[src/design/fcp_pkg.sv]
package fcp_pkg;
	localparam int CMD_BYTES = 32;
	localparam int XRDY_BYTES = 12;
	localparam int LUN_LO = 0;
	localparam int CNTL_LO = 8;
	localparam int CDB_LO = 12;
	localparam int DL_LO = 28;
	localparam int RO_LO = 0;
	localparam int BL_LO = 4;
	localparam int ATTR_BYTE = 1;
	localparam int TMF_BYTE = 2;
	localparam int DIR_BYTE = 3;
	localparam logic [3:0] CAT_DATA = 4'h1;
	localparam logic [3:0] CAT_XRDY = 4'h5;
	localparam logic [3:0] CAT_CMD = 4'h6;
	localparam logic [3:0] CAT_RSP = 4'h7;
	localparam logic [63:0] LUN_ZERO = 64'h0000000000000000;
	localparam logic [2:0] ATTR_SIMPLE = 3'h0;
	localparam logic [2:0] ATTR_HEAD = 3'h1;
	localparam logic [2:0] ATTR_ORDERED = 3'h2;
	localparam logic [2:0] ATTR_ACA = 3'h4;
	localparam logic [2:0] ATTR_UNTAGGED = 3'h5;
	localparam logic [7:0] TMF_TERM = 8'h80;
	localparam logic [7:0] TMF_CLRACA = 8'h40;
	localparam logic [7:0] TMF_TRESET = 8'h20;
	localparam logic [7:0] TMF_CLRSET = 8'h04;
	localparam logic [7:0] TMF_ABTSET = 8'h02;
	localparam int DIR_RD_BIT = 1;
	localparam int DIR_WR_BIT = 0;
	localparam logic [7:0] RC_OK = 8'h00;
	localparam logic [7:0] RC_BURST = 8'h01;
	localparam logic [7:0] RC_INVALID = 8'h02;
	localparam logic [7:0] RC_REJECT = 8'h04;
	typedef enum logic [1:0] {
		FCP_Q_SIMPLE = 2'b00,
		FCP_Q_HEAD = 2'b01,
		FCP_Q_ORDERED = 2'b10
	} fcp_queue_t;
endpackage

[src/design/fcp_link_if.sv]
`timescale 1ns/1ns
// One byte per cycle, both directions; sof/eof frame each unit
interface fcp_link_if;
	logic		i2t_valid;
	logic [7:0]	i2t_data;
	logic [3:0]	i2t_cat;
	logic		i2t_sof;
	logic		i2t_eof;
	logic [15:0]	i2t_xid;
	logic		t2i_valid;
	logic [7:0]	t2i_data;
	logic [3:0]	t2i_cat;
	logic		t2i_sof;
	logic		t2i_eof;
	logic [15:0]	t2i_xid;
	modport target (
		input	i2t_valid, i2t_data, i2t_cat, i2t_sof, i2t_eof,
			i2t_xid,
		output	t2i_valid, t2i_data, t2i_cat, t2i_sof, t2i_eof,
			t2i_xid
	);
	modport initiator (
		output	i2t_valid, i2t_data, i2t_cat, i2t_sof, i2t_eof,
			i2t_xid,
		input	t2i_valid, t2i_data, t2i_cat, t2i_sof, t2i_eof,
			t2i_xid
	);
endinterface

[src/design/fcp_target.sv]
`timescale 1ns/1ns
// Function
// RQ1 - Fixed unit set with categories 6,5,1,7; no category 7 unit is sent, response code only on O_RSP_CODE
// RQ2 - One exchange per task, exchange ID tag
// RQ3 - Command payload 32 bytes, fixed layout
// RQ4 - Single logical unit, number all zeros
// RQ5 - Control field: reserved, attribute, flags, direction
// RQ6 - Attribute low three bits; ACA unsupported
// RQ7 - Management flag byte decoded one-hot
// RQ8 - Direction bit 1 read, bit 0 write
// RQ9 - Management flag set: descriptor ignored
// RQ10 - Descriptor always 16 bytes, tail ignored
// RQ11 - Data length bounds the transfer
// RQ12 - Zero length: no ready, no data
// RQ13 - Ready only when prepared for data
// RQ14 - Initiator sends exactly requested bytes
// RQ15 - Ready payload: offset, burst, reserved
// RQ16 - Burst equals space set aside
// RQ17 - Burst not above configured maximum
// RQ18 - Wrong data length gives code 01h
// RQ19 - Untagged handled as ordered
// RQ20 - Multi-byte fields most significant first
// RQ21 - Reject unsupported attribute or clear ACA
module fcp_target (
	input	wire logic			I_CLK,
	input	wire logic			I_RST,
	fcp_link_if.target			LINK,
	input	wire logic [31:0]		I_MAX_BURST,
	input	wire logic			I_BUF_READY,
	output	logic				O_CMD_VALID,
	output	logic [15:0]			O_CMD_TAG,
	output	logic [127:0]			O_CMD_CDB,
	output	logic [31:0]			O_CMD_DL,
	output	logic				O_CMD_READ,
	output	logic				O_CMD_WRITE,
	output	logic [1:0]			O_CMD_QUEUE,
	output	logic				O_TMF_VALID,
	output	logic [7:0]			O_TMF_FLAGS,
	output	logic				O_REJECT,
	output	logic				O_WDATA_VALID,
	output	logic [7:0]			O_WDATA,
	output	logic				O_DONE,
	output	logic [7:0]			O_RSP_CODE
);
	typedef enum logic [2:0] {
		FCP_T_IDLE = 3'b000,
		FCP_T_CMD = 3'b001,
		FCP_T_DEC = 3'b010,
		FCP_T_WAIT = 3'b011,
		FCP_T_XRDY = 3'b100,
		FCP_T_DATA = 3'b101
	} fcp_tstate_t;
	typedef struct packed {
		fcp_tstate_t	st;
		logic [255:0]	cmd;
		logic [5:0]	cnt;
		logic [15:0]	xid;
		logic [31:0]	offset;
		logic [31:0]	burst;
		logic [31:0]	got;
		logic		cv;
		logic		tv;
		logic		rej;
		logic		dv;
		logic [7:0]	dat;
		logic		done;
		logic [7:0]	rc;
		logic [95:0]	xr;
	} fcp_tgt_t;
	fcp_tgt_t r;
	fcp_tgt_t next_r;
	logic [63:0] lun;
	logic [7:0] attr;
	logic [7:0] tmf;
	logic [7:0] dir;
	logic [31:0] dl;
	logic [31:0] left;
	logic [31:0] bl;
	logic bad;
	// RQ3 payload slices
	// RQ20 first byte lands in the top bits
	assign lun = r.cmd[255-fcp_pkg::LUN_LO*8 -: 64];
	// RQ5 attribute, flags, direction
	assign attr = r.cmd[255-(fcp_pkg::CNTL_LO+fcp_pkg::ATTR_BYTE)*8 -: 8];
	assign tmf = r.cmd[255-(fcp_pkg::CNTL_LO+fcp_pkg::TMF_BYTE)*8 -: 8];
	assign dir = r.cmd[255-(fcp_pkg::CNTL_LO+fcp_pkg::DIR_BYTE)*8 -: 8];
	assign dl = r.cmd[255-fcp_pkg::DL_LO*8 -: 32];
	// RQ11 remaining bound
	assign left = dl - r.offset;
	// RQ17 clamp to configured maximum
	assign bl = (left > I_MAX_BURST) ? I_MAX_BURST : left;
	// RQ7 one-hot: more than one flag is invalid
	assign bad = (tmf & (tmf - 8'h01)) != 8'h00;
	always_comb begin
		next_r = r;
		next_r.cv = 1'b0;
		next_r.tv = 1'b0;
		next_r.rej = 1'b0;
		next_r.dv = 1'b0;
		next_r.done = 1'b0;
		case (r.st)
			FCP_T_IDLE: begin
				// RQ1 command unit opens the exchange
				if (LINK.i2t_valid && LINK.i2t_sof &&
				    LINK.i2t_cat == fcp_pkg::CAT_CMD) begin
					next_r.cmd = {r.cmd[247:0], LINK.i2t_data};
					next_r.cnt = 6'd1;
					// RQ2 exchange ID becomes the tag
					next_r.xid = LINK.i2t_xid;
					next_r.offset = 32'h0;
					next_r.st = FCP_T_CMD;
				end
			end
			FCP_T_CMD: begin
				if (LINK.i2t_valid) begin
					next_r.cmd = {r.cmd[247:0], LINK.i2t_data};
					next_r.cnt = r.cnt + 6'd1;
					if (LINK.i2t_eof) begin
						next_r.st = FCP_T_DEC;
					end
				end
			end
			FCP_T_DEC: begin
				next_r.st = FCP_T_IDLE;
				next_r.rc = fcp_pkg::RC_OK;
				// RQ4 only the zero unit answers
				if (r.cnt != 6'(fcp_pkg::CMD_BYTES) ||
				    lun != fcp_pkg::LUN_ZERO || bad) begin
					next_r.rej = 1'b1;
					next_r.done = 1'b1;
					next_r.rc = fcp_pkg::RC_INVALID;
				// RQ21 clear ACA rejected
				end else if (tmf == fcp_pkg::TMF_CLRACA) begin
					next_r.rej = 1'b1;
					next_r.done = 1'b1;
					next_r.rc = fcp_pkg::RC_REJECT;
				// RQ9 management skips the descriptor
				end else if (tmf != 8'h00) begin
					next_r.tv = 1'b1;
					next_r.done = 1'b1;
				// RQ6 ACA queueing unsupported
				end else if (attr[2:0] != fcp_pkg::ATTR_SIMPLE &&
				    attr[2:0] != fcp_pkg::ATTR_HEAD &&
				    attr[2:0] != fcp_pkg::ATTR_ORDERED &&
				    attr[2:0] != fcp_pkg::ATTR_UNTAGGED) begin
					next_r.rej = 1'b1;
					next_r.done = 1'b1;
					next_r.rc = fcp_pkg::RC_REJECT;
				end else begin
					next_r.cv = 1'b1;
					// RQ8 write moves data toward target
					// RQ12 zero length: no data phase
					if (dir[fcp_pkg::DIR_WR_BIT] && dl != 32'h0) begin
						next_r.st = FCP_T_WAIT;
					end else begin
						next_r.done = 1'b1;
					end
				end
			end
			FCP_T_WAIT: begin
				// RQ13 ready only once buffer is reserved
				if (I_BUF_READY) begin
					// RQ16 burst is the space set aside
					next_r.burst = bl;
					// RQ15 offset, burst, reserved
					next_r.xr = {r.offset, bl, 32'h0};
					next_r.cnt = 6'd0;
					next_r.st = FCP_T_XRDY;
				end
			end
			FCP_T_XRDY: begin
				next_r.xr = {r.xr[87:0], 8'h00};
				next_r.cnt = r.cnt + 6'd1;
				if (r.cnt == 6'(fcp_pkg::XRDY_BYTES - 1)) begin
					next_r.got = 32'h0;
					next_r.st = FCP_T_DATA;
				end
			end
			FCP_T_DATA: begin
				if (LINK.i2t_valid &&
				    LINK.i2t_cat == fcp_pkg::CAT_DATA &&
				    LINK.i2t_xid == r.xid) begin
					next_r.got = r.got + 32'h1;
					next_r.dv = 1'b1;
					next_r.dat = LINK.i2t_data;
					if (LINK.i2t_eof) begin
						// RQ14 initiator owes the exact count
						// RQ18 mismatch reports code 01h
						if (r.got + 32'h1 != r.burst) begin
							next_r.rc = fcp_pkg::RC_BURST;
							next_r.done = 1'b1;
							next_r.st = FCP_T_IDLE;
						end else if (r.offset + r.burst >= dl) begin
							next_r.done = 1'b1;
							next_r.st = FCP_T_IDLE;
						end else begin
							next_r.offset = r.offset + r.burst;
							next_r.st = FCP_T_WAIT;
						end
					end
				end
			end
			default: begin
				next_r.st = FCP_T_IDLE;
			end
		endcase
	end
	always_ff @(posedge I_CLK) begin
		if (I_RST) begin
			r <= '0;
		end else begin
			r <= next_r;
		end
	end
	assign LINK.t2i_valid = (r.st == FCP_T_XRDY);
	assign LINK.t2i_data = r.xr[95:88];
	assign LINK.t2i_cat = fcp_pkg::CAT_XRDY;
	assign LINK.t2i_sof = (r.st == FCP_T_XRDY) && r.cnt == 6'd0;
	assign LINK.t2i_eof = (r.st == FCP_T_XRDY) &&
	    r.cnt == 6'(fcp_pkg::XRDY_BYTES - 1);
	assign LINK.t2i_xid = r.xid;
	assign O_CMD_VALID = r.cv;
	assign O_CMD_TAG = r.xid;
	// RQ10 all 16 bytes passed; caller uses its length
	assign O_CMD_CDB = r.cmd[255-fcp_pkg::CDB_LO*8 -: 128];
	assign O_CMD_DL = dl;
	assign O_CMD_READ = dir[fcp_pkg::DIR_RD_BIT];
	assign O_CMD_WRITE = dir[fcp_pkg::DIR_WR_BIT];
	// RQ19 untagged queued as ordered
	assign O_CMD_QUEUE = (attr[2:0] == fcp_pkg::ATTR_HEAD) ?
	    2'(fcp_pkg::FCP_Q_HEAD) : (attr[2:0] == fcp_pkg::ATTR_SIMPLE) ?
	    2'(fcp_pkg::FCP_Q_SIMPLE) : 2'(fcp_pkg::FCP_Q_ORDERED);
	assign O_TMF_VALID = r.tv;
	assign O_TMF_FLAGS = tmf;
	assign O_REJECT = r.rej;
	assign O_WDATA_VALID = r.dv;
	assign O_WDATA = r.dat;
	assign O_DONE = r.done;
	assign O_RSP_CODE = r.rc;
endmodule // fcp_target

[src/flat_wrapper.sv]
// flat-port wrapper written by rule: the top's interface ports become plain ports
module fcp_target_flat 
  (I_CLK, I_RST, I_MAX_BURST, I_BUF_READY, O_CMD_VALID, O_CMD_TAG, O_CMD_CDB, O_CMD_DL, O_CMD_READ, O_CMD_WRITE, O_CMD_QUEUE, O_TMF_VALID, O_TMF_FLAGS, O_REJECT, O_WDATA_VALID, O_WDATA, O_DONE, O_RSP_CODE, LINK_i2t_valid, LINK_i2t_data, LINK_i2t_cat, LINK_i2t_sof, LINK_i2t_eof, LINK_i2t_xid, LINK_t2i_valid, LINK_t2i_data, LINK_t2i_cat, LINK_t2i_sof, LINK_t2i_eof, LINK_t2i_xid);
  fcp_link_if LINK_i ();
  input	wire logic I_CLK;
  input	wire logic I_RST;
  input	wire logic [31:0] I_MAX_BURST;
  input	wire logic I_BUF_READY;
  output	logic O_CMD_VALID;
  output	logic [15:0] O_CMD_TAG;
  output	logic [127:0] O_CMD_CDB;
  output	logic [31:0] O_CMD_DL;
  output	logic O_CMD_READ;
  output	logic O_CMD_WRITE;
  output	logic [1:0] O_CMD_QUEUE;
  output	logic O_TMF_VALID;
  output	logic [7:0] O_TMF_FLAGS;
  output	logic O_REJECT;
  output	logic O_WDATA_VALID;
  output	logic [7:0] O_WDATA;
  output	logic O_DONE;
  output	logic [7:0] O_RSP_CODE;
  input wire logic [$bits(LINK_i.i2t_valid)-1:0] LINK_i2t_valid;
  input wire logic [$bits(LINK_i.i2t_data)-1:0] LINK_i2t_data;
  input wire logic [$bits(LINK_i.i2t_cat)-1:0] LINK_i2t_cat;
  input wire logic [$bits(LINK_i.i2t_sof)-1:0] LINK_i2t_sof;
  input wire logic [$bits(LINK_i.i2t_eof)-1:0] LINK_i2t_eof;
  input wire logic [$bits(LINK_i.i2t_xid)-1:0] LINK_i2t_xid;
  output wire logic [$bits(LINK_i.t2i_valid)-1:0] LINK_t2i_valid;
  output wire logic [$bits(LINK_i.t2i_data)-1:0] LINK_t2i_data;
  output wire logic [$bits(LINK_i.t2i_cat)-1:0] LINK_t2i_cat;
  output wire logic [$bits(LINK_i.t2i_sof)-1:0] LINK_t2i_sof;
  output wire logic [$bits(LINK_i.t2i_eof)-1:0] LINK_t2i_eof;
  output wire logic [$bits(LINK_i.t2i_xid)-1:0] LINK_t2i_xid;
  assign LINK_i.i2t_valid = LINK_i2t_valid;
  assign LINK_i.i2t_data = LINK_i2t_data;
  assign LINK_i.i2t_cat = LINK_i2t_cat;
  assign LINK_i.i2t_sof = LINK_i2t_sof;
  assign LINK_i.i2t_eof = LINK_i2t_eof;
  assign LINK_i.i2t_xid = LINK_i2t_xid;
  assign LINK_t2i_valid = LINK_i.t2i_valid;
  assign LINK_t2i_data = LINK_i.t2i_data;
  assign LINK_t2i_cat = LINK_i.t2i_cat;
  assign LINK_t2i_sof = LINK_i.t2i_sof;
  assign LINK_t2i_eof = LINK_i.t2i_eof;
  assign LINK_t2i_xid = LINK_i.t2i_xid;
  fcp_target u_core (.I_CLK(I_CLK), .I_RST(I_RST), .LINK(LINK_i), .I_MAX_BURST(I_MAX_BURST), .I_BUF_READY(I_BUF_READY), .O_CMD_VALID(O_CMD_VALID), .O_CMD_TAG(O_CMD_TAG), .O_CMD_CDB(O_CMD_CDB), .O_CMD_DL(O_CMD_DL), .O_CMD_READ(O_CMD_READ), .O_CMD_WRITE(O_CMD_WRITE), .O_CMD_QUEUE(O_CMD_QUEUE), .O_TMF_VALID(O_TMF_VALID), .O_TMF_FLAGS(O_TMF_FLAGS), .O_REJECT(O_REJECT), .O_WDATA_VALID(O_WDATA_VALID), .O_WDATA(O_WDATA), .O_DONE(O_DONE), .O_RSP_CODE(O_RSP_CODE));
endmodule
[config.mk]
export PLATFORM = sky130hd
export DESIGN_NAME = fcp_target_flat
export DESIGN_NICKNAME = d
export VERILOG_FILES = /design/src/design/fcp_pkg.sv /design/src/design/fcp_link_if.sv /design/src/design/fcp_target.sv /design/src/flat_wrapper.sv
export SDC_FILE = /design/constraint.sdc
export NUM_CORES = 1
export LEC_CHECK = 0
export BUFFER_PORTS_ARGS = -buffer_cell sky130_fd_sc_hd__clkbuf_2
export CAP_MARGIN = 20
export CORE_AREA = 2 2 258 260
export CTS_CLUSTER_SIZE = 20
export DETAILED_ROUTE_END_ITERATION = 10
export DIE_AREA = 0 0 260 262
export PLACE_DENSITY = 0.7
export SYNTH_ARGS = -nofsm -noshare
export SYNTH_HDL_FRONTEND = slang
export SYNTH_SLANG_ARGS = --single-unit
[constraint.sdc]
create_clock -name I_CLK -period 4.7 [get_ports I_CLK]
set_clock_uncertainty 0.15 [all_clocks]
set_input_delay 0 -clock I_CLK [delete_from_list [all_inputs] [get_ports I_CLK]]
set_output_delay 0 -clock I_CLK [all_outputs]
set_load 0.02 [all_outputs]
* Word level (Yosys, flattened, before mapping)
Index checks and enable logic that the tools add are counted.
** Storage, ports and cells
- Register bits after elaboration :: 494
- Output and inout bits :: 240
- Word-level logic and storage cells :: 141
** Cells by class
- Add/subtract/negate cells :: 5
- Magnitude comparators :: 2
- Equality and inequality tests :: 26
- Mux-type cells :: 50
- Bitwise logic cells :: 3
- Reductions and logical operators :: 40
** Operator list (number)
- 256-bit one-hot mux with 2 select lines :: 1
- 313-bit 2-to-1 mux :: 1
- 265-bit 2-to-1 mux :: 1
- 32-bit 2-to-1 mux :: 7
- 96-bit one-hot mux with 2 select lines :: 1
- 32-bit one-hot mux with 2 select lines :: 2
- 96-bit 2-to-1 mux :: 1
- 64-bit nonzero test :: 1
- 32-bit by 1-bit adder with 32-bit output (second input constant) :: 1
- 32-bit adder :: 1
- 32-bit greater-or-equal comparator :: 1
- 32-bit > comparator :: 1
- 32-bit != test :: 1
- 32-bit nonzero test :: 1
- 32-bit subtractor :: 1
- 3-bit 2-to-1 mux :: 9
- 9-bit 2-to-1 mux :: 3
- 6-bit one-hot mux with 4 select lines :: 1
- 18-bit 2-to-1 mux :: 1
- 3-bit one-hot mux with 6 select lines :: 1
- 9-bit one-hot mux with 2 select lines :: 1
- 16-bit equality test :: 1
- 8-bit 2-to-1 mux :: 2
- 8-bit nonzero test :: 2
- 35 further kinds :: 83

* Logic depth before layout (Yosys ltp)
Gate-level depths: netlist of run 1.
- Depth after elaboration :: 9
- Mapped depth :: 24
- Gate-level depth less buffers :: 23

* Worst setup path after synthesis of run 1
OpenSTA, ideal clock, no wires.
- Kind :: reg-to-reg
- Start point :: register u_core.r[181] (netlist bit)
- End point :: register u_core.r[198] (netlist bit)
- Library setup time :: 0.070 ns
- Data arrival time :: 4.695 ns
- Required time :: 4.480 ns
- Slack :: -0.215 ns
- Stages on the path, launching flop included :: 25
- Period minus slack after synthesis :: 4.915 ns
- Cell sequence :: dfxtp_1 ha_1 inv_1 fa_1 nor2b_1 o31ai_1 a211oi_1 o31a_1 o221ai_1 o21ai_0 a21o_1 a31oi_1 xnor2_1 ha_1 and3_1 a211oi_1 o21ai_0 a21oi_1 o21ai_0 a31o_2 a41o_1 nor4_4 buf_6 nand2_2 a21oi_2
** On the way
- Longest elaborated chain between the ends :: 6
** RTL lines
- start, declared :: line fcp_target.sv:70 : fcp_tgt_t r;
- start signal, assigned :: line fcp_target.sv:212 : r <= next_r;
- 32-bit adder * :: line fcp_target.sv:193, fcp_target.sv:197
- branches (longest 5 deep; another with 32-bit greater-or-equal comparator)
Every way passes the cells marked *. The select of a mux whose other input is x is not followed.
A chain may end at the register's enable or synchronous reset.

* Worst setup path after layout of run 1
- Start point :: register u_core.r[183] (netlist bit)
- End point :: register u_core.r[149] (netlist bit)
** On the way
- Longest elaborated chain between the ends :: 3
** RTL lines
- 32-bit subtractor :: line fcp_target.sv:89 : assign left = dl - r.offset;
- 32-bit > comparator :: line fcp_target.sv:91 : assign bl = (left > I_MAX_BURST) ? I_MAX_BURST : left;
- 32-bit 2-to-1 mux :: line fcp_target.sv:91
No other way between the ends.

==> impl_metrics.tcl, run 1 <==
set metrics [dict create \
    crit_family "compound AO/OA/AOI/OAI gates" \
    path_clk_slew_ns 0.06 \
    die_area_sq_um 68100 \
    syn_area_sq_um 26000 \
    ys_seq_area_share_pct 35.2 \
    fin_ws_ns -0.431 \
    ys_seq_elements 457 \
    first_pass_iters 5 \
    num_vias 25000 \
    endpoint_kind "flip-flop" \
    cp_data_required_time_ns 5.00 \
    hold_violations 0 \
    tightest_slew_ns 1.11 \
    rsz0062_at_grt "yes" \
    cts_tree "done" \
    synth_edf_count 0 \
    ys.warnings.count 0 \
    netlist.area_leader.share_pct 35.2 \
    fin_nets 3836 \
    drv_slew 0 \
    crit_fanout 6 \
    fillers 6148 \
    core-area_sq_um 65300 \
    rrSetupSlack_ns -0.43 \
    crit_chain "inv_1 -> ha_1 -> o21a_1 -> o31ai_4 -> a21oi_2 -> o41ai_2 -> buf_4 -> a2111oi_4 -> buf_4 -> nor2_1 -> o21bai_1 -> xor2_1 -> ha_1 -> nand4_1 -> nor4_2 -> buf_4 -> nand4_1 -> a211oi_2 -> a211oi_2 -> a21o_4 -> buf_6 -> buf_12 -> o211ai_1 -> a21oi_1" \
    synth_cell_types 91 \
    root_buffer "clkbuf_16" \
    post_drt_via_cell_ratio 5.51 \
    max_stage_delay_ns 0.36 \
    drive_gt1_share_pct 26.0 \
    crit_slowest_cell "ha_1" \
    io_buffers 296 \
    syn_inst 3349 \
    gr-total-overflow 0 \
    hp-class "in -> reg" \
    clk_latency_ns 0.64 \
    ys_async_sr_fraction_pct 0 \
    max-cap-violations 0 \
    cp-start-kind "flip-flop" \
    antenna_found_initial 1 \
    run_status "complete, but fails checks" \
    remaining_drc_errors 0 \
    clockBufferDepth 3 \
    critical_path_arrival_ns 5.43 \
    critPathKind "reg -> reg" \
    initial_core_util_pct 39.8 \
    dp_slack_ns -0.574 \
    grt_max_degree 209 \
    setup_viol 99 \
    power_density_nw_per_um2 282 \
    design_area_sq_um 32100 \
    yosys-top-cells-area "dfxtp_1, a21oi_1, nand2_1" \
    r2r_cells 24 \
    ios 306 \
    dp_hpwl_microns 57700 \
    max-slew-margin-rel_pct 26.3 \
    row_count 94 \
    stdcell_count 4542 \
    dieHeight_microns 262 \
    post-route-util_pct 49.2 \
    area_delta_synth_final_pct 23.7 \
    wl_microns 85100 \
    place.gp.congestion 0.941 \
    grt_pass1_wl_microns 127000 \
    ant_nets 0 \
    syn_area_per_cell_sq_um 7.76 \
    max_freq_mhz 195 \
    dp_cells 4338 \
    grt_pass1_vias 22700 \
    grt_use_total_pct 23.4 \
    wl_per_cell_microns 18.7 \
    irDropWorstVdd_mv 0.280 \
    cts_buffers 51 \
    dpl_cell_area_sq_um 28200 \
    synth-main-ff-cell "dfxtp_1" \
    period_minus_slack_ns 5.13 \
    violations "negative setup slack" \
    diodes 0 \
    chipWidth_microns 260 \
    crit_buf_inv 6 \
    worstSetupPathDepth 24 \
    drt_iter0_markers 2397 \
    cts-htree-levels 2 \
    period_share_pct 109 \
    worstHoldPathCells 4 \
    clock-sinks 457 \
    path_common_cell "buf_4" \
    p_leak_uw 0.0133 \
    yosysTopAreaCell "dfxtp_1" \
]
## placed cells by master, fill, tap and decap left out, drive strengths merged, types with 22 or more instances in the layout
cell type and count:
xor2 44, dfxtp 457, a311oi 34, a22oi 22, clkbuf 357, a21oi 470, nor2 159, ha 129
or3 28, nand3 293, nor4 41, inv 120, buf 306, dlygate4sd3 66, o21ai 123, xnor2 75
nand2 506, nor2b 24, nor3 42, nand4 44, a21o 40
## logic make-up after synthesis
| logic type | share of synthesized area (%) |
|---|---|
| AOI/OAI and AO/OA | 18.2 |
| xor gates and xnor gates | 4.01 |
| other | 0.0289 |
| muxes | 1.05 |
| adders and majority gates | 6.40 |
| and+or+nand+nor | 23.2 |
| buffers and inverters | 11.9 |
| DFF | 35.2 |
## metal layers
layer / track usage [%] / wire length, microns / up-vias
li1: - / - / 12000
met4: 11.3 / 4040 / 2
met1: 31.2 / 35900 / 11700
met2: 36.4 / 38100 / 1047
met3: 4.36 / 7040 / 219
met5: 0 / 12 / -
## registers in the layout, indices dropped and copies added, names as in the netlist, 3 cells and up
| signal | flops |
|---|---|
| u_core.O_RSP_CODE | 3 |
| u_core.O_TMF_FLAGS | 8 |
| u_core.O_CMD_DL | 32 |
| u_core.O_WDATA | 8 |
| u_core.attr | 8 |
| u_core.LINK.t2i_xid | 16 |
| u_core.dir | 6 |
| u_core.lun | 64 |
| u_core.LINK.t2i_data | 8 |
| u_core.r | 169 |
| u_core.O_CMD_CDB | 128 |
## final timing paths
path | to | start
worst max-delay path | u_core.r[149] | u_core.r[183]
worst min-delay path | u_core.LINK.t2i_xid[5] | LINK_i2t_xid[5]
worst min register to register | u_core.O_CMD_CDB[27] | u_core.O_CMD_CDB[19]
worst max register to register | u_core.r[149] | u_core.r[183]
## through the flow
step | power (uW) | setup TNS [ns] | hold WS [ns]
after floorplan | 4450 | 0 | -0.00955
after global placement | 4710 | -33.02 | 0.0989
after detailed placement | 4710 | -42.22 | 0.105
after CTS | 9080 | -14.63 | 0.000492
after global routing | 9330 | -50.13 | 0.0276
final | 9080 | -29.20 | 0.0298
## worst min-delay path, stage by stage
cell and delay [ns]:
dlygate4sd3_1 0.53, clkbuf_2 0.12, nand2_1 0.05, a21oi_1 0.05
## synthesized netlist by cell type (38+ instances only)
cell type and number:
nand2_1 485, dfxtp_1 457, a21oi_1 450, nand3_1 291
buf_4 235, clkbuf_1 178, nor2_1 159, ha_1 129
o21ai_0 120, inv_1 117, xnor2_1 75, xor2_1 44
nand4_1 42, a21o_1 40, nor4_1 39, nor3_1 38
## what timing repair did
item	4_1_cts	5_1_grt
hold buffers	66	0
setup endpoints to repair	99	99
setup buffers	26	17
hold endpoints to repair	138	0
pin swaps	96	57
resized for setup	148	98
cloned	6	3
## where the power goes
| group | internal, uW | leakage [uW] | switching, uW |
|---|---|---|---|
| registers | 3880 | 0.00368 | 11.6 |
| logic | 264 | 0.00876 | 615 |
| clock network | 2490 | 0.000870 | 1810 |
| total | 6640 | 0.0133 | 2440 |
## area by class of cell
class                   instances  area (sq um)  share of cell area, %
multi-input cells            2340         14800                   46.0
flip-flops and latches        457          9170                   28.5
repair buffers                670          4880                   15.2
clock buffers                  59          1370                   4.25
well taps                     864          1080                   3.36
inverters                     119           447                   1.39
clock inverters                33           433                   1.35
Note: power is estimated with default switching activity, not from simulation.
==> inputs of run 2 (changes only) <==
CORE_AREA = 2 2 288 233   (was 2 2 258 260)
DIE_AREA = 0 0 290 235   (was 0 0 260 262)
==> run 2 against run 1 <==
  * The flow still finishes with violations (negative setup slack)
  * Sequential share of layout area barely moved
  * Die area about the same
  * Combinational power decreased by 4.3%
  * Utilization about the same
  * Non-clock buffer count decreased by 1
  * Critical path type unchanged
  * Sequential power barely moved
  * Largest power group unchanged
  * Routed wire length is 1.2% higher
  * Power rose by 0.60%
  * Highest routed layer is now met4
  * Critical endpoint unchanged
  * Register-to-register slack worse by 0.10 ns
  * Final cell count is essentially flat
==> impl_metrics.tcl, run 2 (same netlist as run 1, synthesis figures left out) <==
set metrics [dict create \
    cts_tree "done" \
    seqPwrFrac_pct 42.6 \
    drv_slew 0 \
    die_area_sq_um 68200 \
    path_clk_slew_ns 0.06 \
    final_common_cell "nand2_1" \
    endpoint_kind "flip-flop" \
    initial_core_util_pct 39.8 \
    p_switching_uw 2360 \
    hold_violations 0 \
    place.gp.congestion 0.944 \
    row_count 84 \
    rsz0062_at_grt "yes" \
    hp-start "LINK_i2t_cat[0]" \
    cts-htree-levels 2 \
    post_drt_via_cell_ratio 5.52 \
    drt_iter0_markers 2879 \
    dp_hpwl_microns 59000 \
    ant_nets 0 \
    grt_pass1_vias 22800 \
    design_area_sq_um 32100 \
    num_vias 25100 \
    tightest_slew_ns 1.13 \
    p_leak_uw 0.0133 \
    hold_slack_ns 0.0387 \
    largest_reg_flops 169 \
    rrSetupSlack_ns -0.53 \
    chipWidth_microns 290 \
    grt_pass1_wl_microns 130000 \
    critPathKind "reg -> reg" \
    run_status "complete, but fails checks" \
    core-area_sq_um 65300 \
    fin_nets 3834 \
    root_buffer "clkbuf_16" \
    cp_data_required_time_ns 5.00 \
    ios 306 \
    clockBufferDepth 3 \
    setup_viol 98 \
    violations "negative setup slack" \
    gr-total-overflow 0 \
    max-cap-violations 0 \
    area_delta_synth_final_pct 23.7 \
    irDropWorstVdd_mv 0.294 \
    dieHeight_microns 235 \
    power_density_nw_per_um2 284 \
    max_freq_mhz 191 \
    fin_tns_setup_ns -35.19 \
    worstHoldPathCells 6 \
    grt_max_degree 168 \
    clkPwrFrac_pct 48.2 \
    pwr-share-comb_pct 9.2 \
    sw_frac_of_total_pct 25.9 \
    wl_microns 86100 \
    period_minus_slack_ns 5.23 \
    dp_slack_ns -0.464 \
    hold_path_end "u_core.r[128]" \
    timing.rr.end "u_core.r[149]" \
    clock-sinks 457 \
    grt_use_total_pct 23.7 \
    hp-class "in -> reg" \
    r2r_start "u_core.r[181]" \
    crit_fanout 7 \
    dpl_cell_area_sq_um 28100 \
    first_pass_iters 6 \
    fillers 6093 \
    cp-start-kind "flip-flop" \
    antenna_found_initial 2 \
    layout_common_cells "nand2_1, dfxtp_1, a21oi_1, clkbuf_2, nand3_1" \
    io_buffers 296 \
    period_share_pct 111 \
    cts_buffers 50 \
    fin_ws_ns -0.533 \
    drive_gt1_share_pct 25.9 \
    remaining_drc_errors 0 \
    r2r_cells 24 \
    critical_path_arrival_ns 5.54 \
    p_int_uw 6770 \
    clk_latency_ns 0.62 \
    max-slew-margin-rel_pct 23.9 \
    wl_per_cell_microns 19.0 \
    top_register "u_core.r" \
]
## run 2: cell type report
type                            count  area, sq um  share of cell area [%]
Clock inverter                     27          425                    1.32
Sequential cell                   457         9170                    28.5
Clock buffer                       67         1400                    4.34
Inverter                          119          447                    1.39
Antenna cell                        2         5.00                  0.0156
Multi-Input combinational cell   2340        14800                    45.9
Timing Repair Buffer              669         4860                    15.1
Tap cell                          860         1080                    3.35
## run 2: how the worst max path moves through the flow
| stage | startpoint | end | slack (ns) | cells after the start |
|---|---|---|---|---|
| 2_1_floorplan | u_core.r[181] | u_core.r[198] | 0.006 | 24 |
| 3_3_place_gp | u_core.O_CMD_DL[0] | u_core.r[149] | -0.34 | 24 |
| 3_5_place_dp | u_core.r[181] | u_core.r[188] | -0.46 | 24 |
| 4_1_cts | u_core.r[181] | u_core.r[201] | -0.27 | 26 |
| 5_1_grt | u_core.O_CMD_DL[0] | u_core.r[149] | -0.69 | 25 |
| 6_report | u_core.r[181] | u_core.r[149] | -0.53 | 24 |
## run 2: power groups by stage
stage / sequential [uW] / clock [uW] / combinational [uW]
5_1_grt: 3890 / 4640 / 903
3_3_place_gp: 3980 / 0 / 716
2_1_floorplan: 3970 / 0 / 484
6_report: 3890 / 4400 / 841
3_5_place_dp: 3980 / 0 / 715
4_1_cts: 3890 / 4480 / 771
## run 2: what timing repair did
item	in CTS	in global routing
hold buffers	76	0
pin swaps	66	77
gates resized for setup	84	154
gates cloned	3	5
endpoints found under the hold margin	166	0
setup buffers	16	21
endpoints found under the setup margin	99	99
## run 2: metrics by stage
step                instances  power, uW  util [%]
floorplan                3356       4450         -
global placement         4325       4690      43.0
detailed placement       4325       4690      43.0
CTS                      4514       9140      47.9
global route             4539       9430      49.2
finish                   4541       9130      49.2
## run 2: critical path, stage by stage, from the launching register on
cell and delay [ns]:
dfxtp_4 0.38, ha_4 0.14, inv_2 0.04, fa_2 0.36, a211oi_2 0.27, or3_4 0.16
nand4_1 0.17, buf_4 0.21, a211oi_4 0.25, o21ai_2 0.10, nand2_2 0.11, o21ai_2 0.07
xor2_2 0.20, ha_1 0.32, nand4_1 0.17, nor4_1 0.31, buf_4 0.16, nand4_1 0.13
a211oi_2 0.30, a211oi_2 0.09, a21o_4 0.28, buf_8 0.15, buf_12 0.14, o211ai_1 0.29
a21oi_2 0.11
## run 2: per-layer routing
metal  track usage, %  share of wire (%)  wire length [microns]  vias to the layer above
met5                0                  0                      0                        -
met4             6.61                2.7                   2350                        0
met3             6.72                 10                   8850                      146
met2             35.1                 43                  37000                     1049
met1             33.3                 44                  37900                    11800
li1                 -                  -                      -                    12100
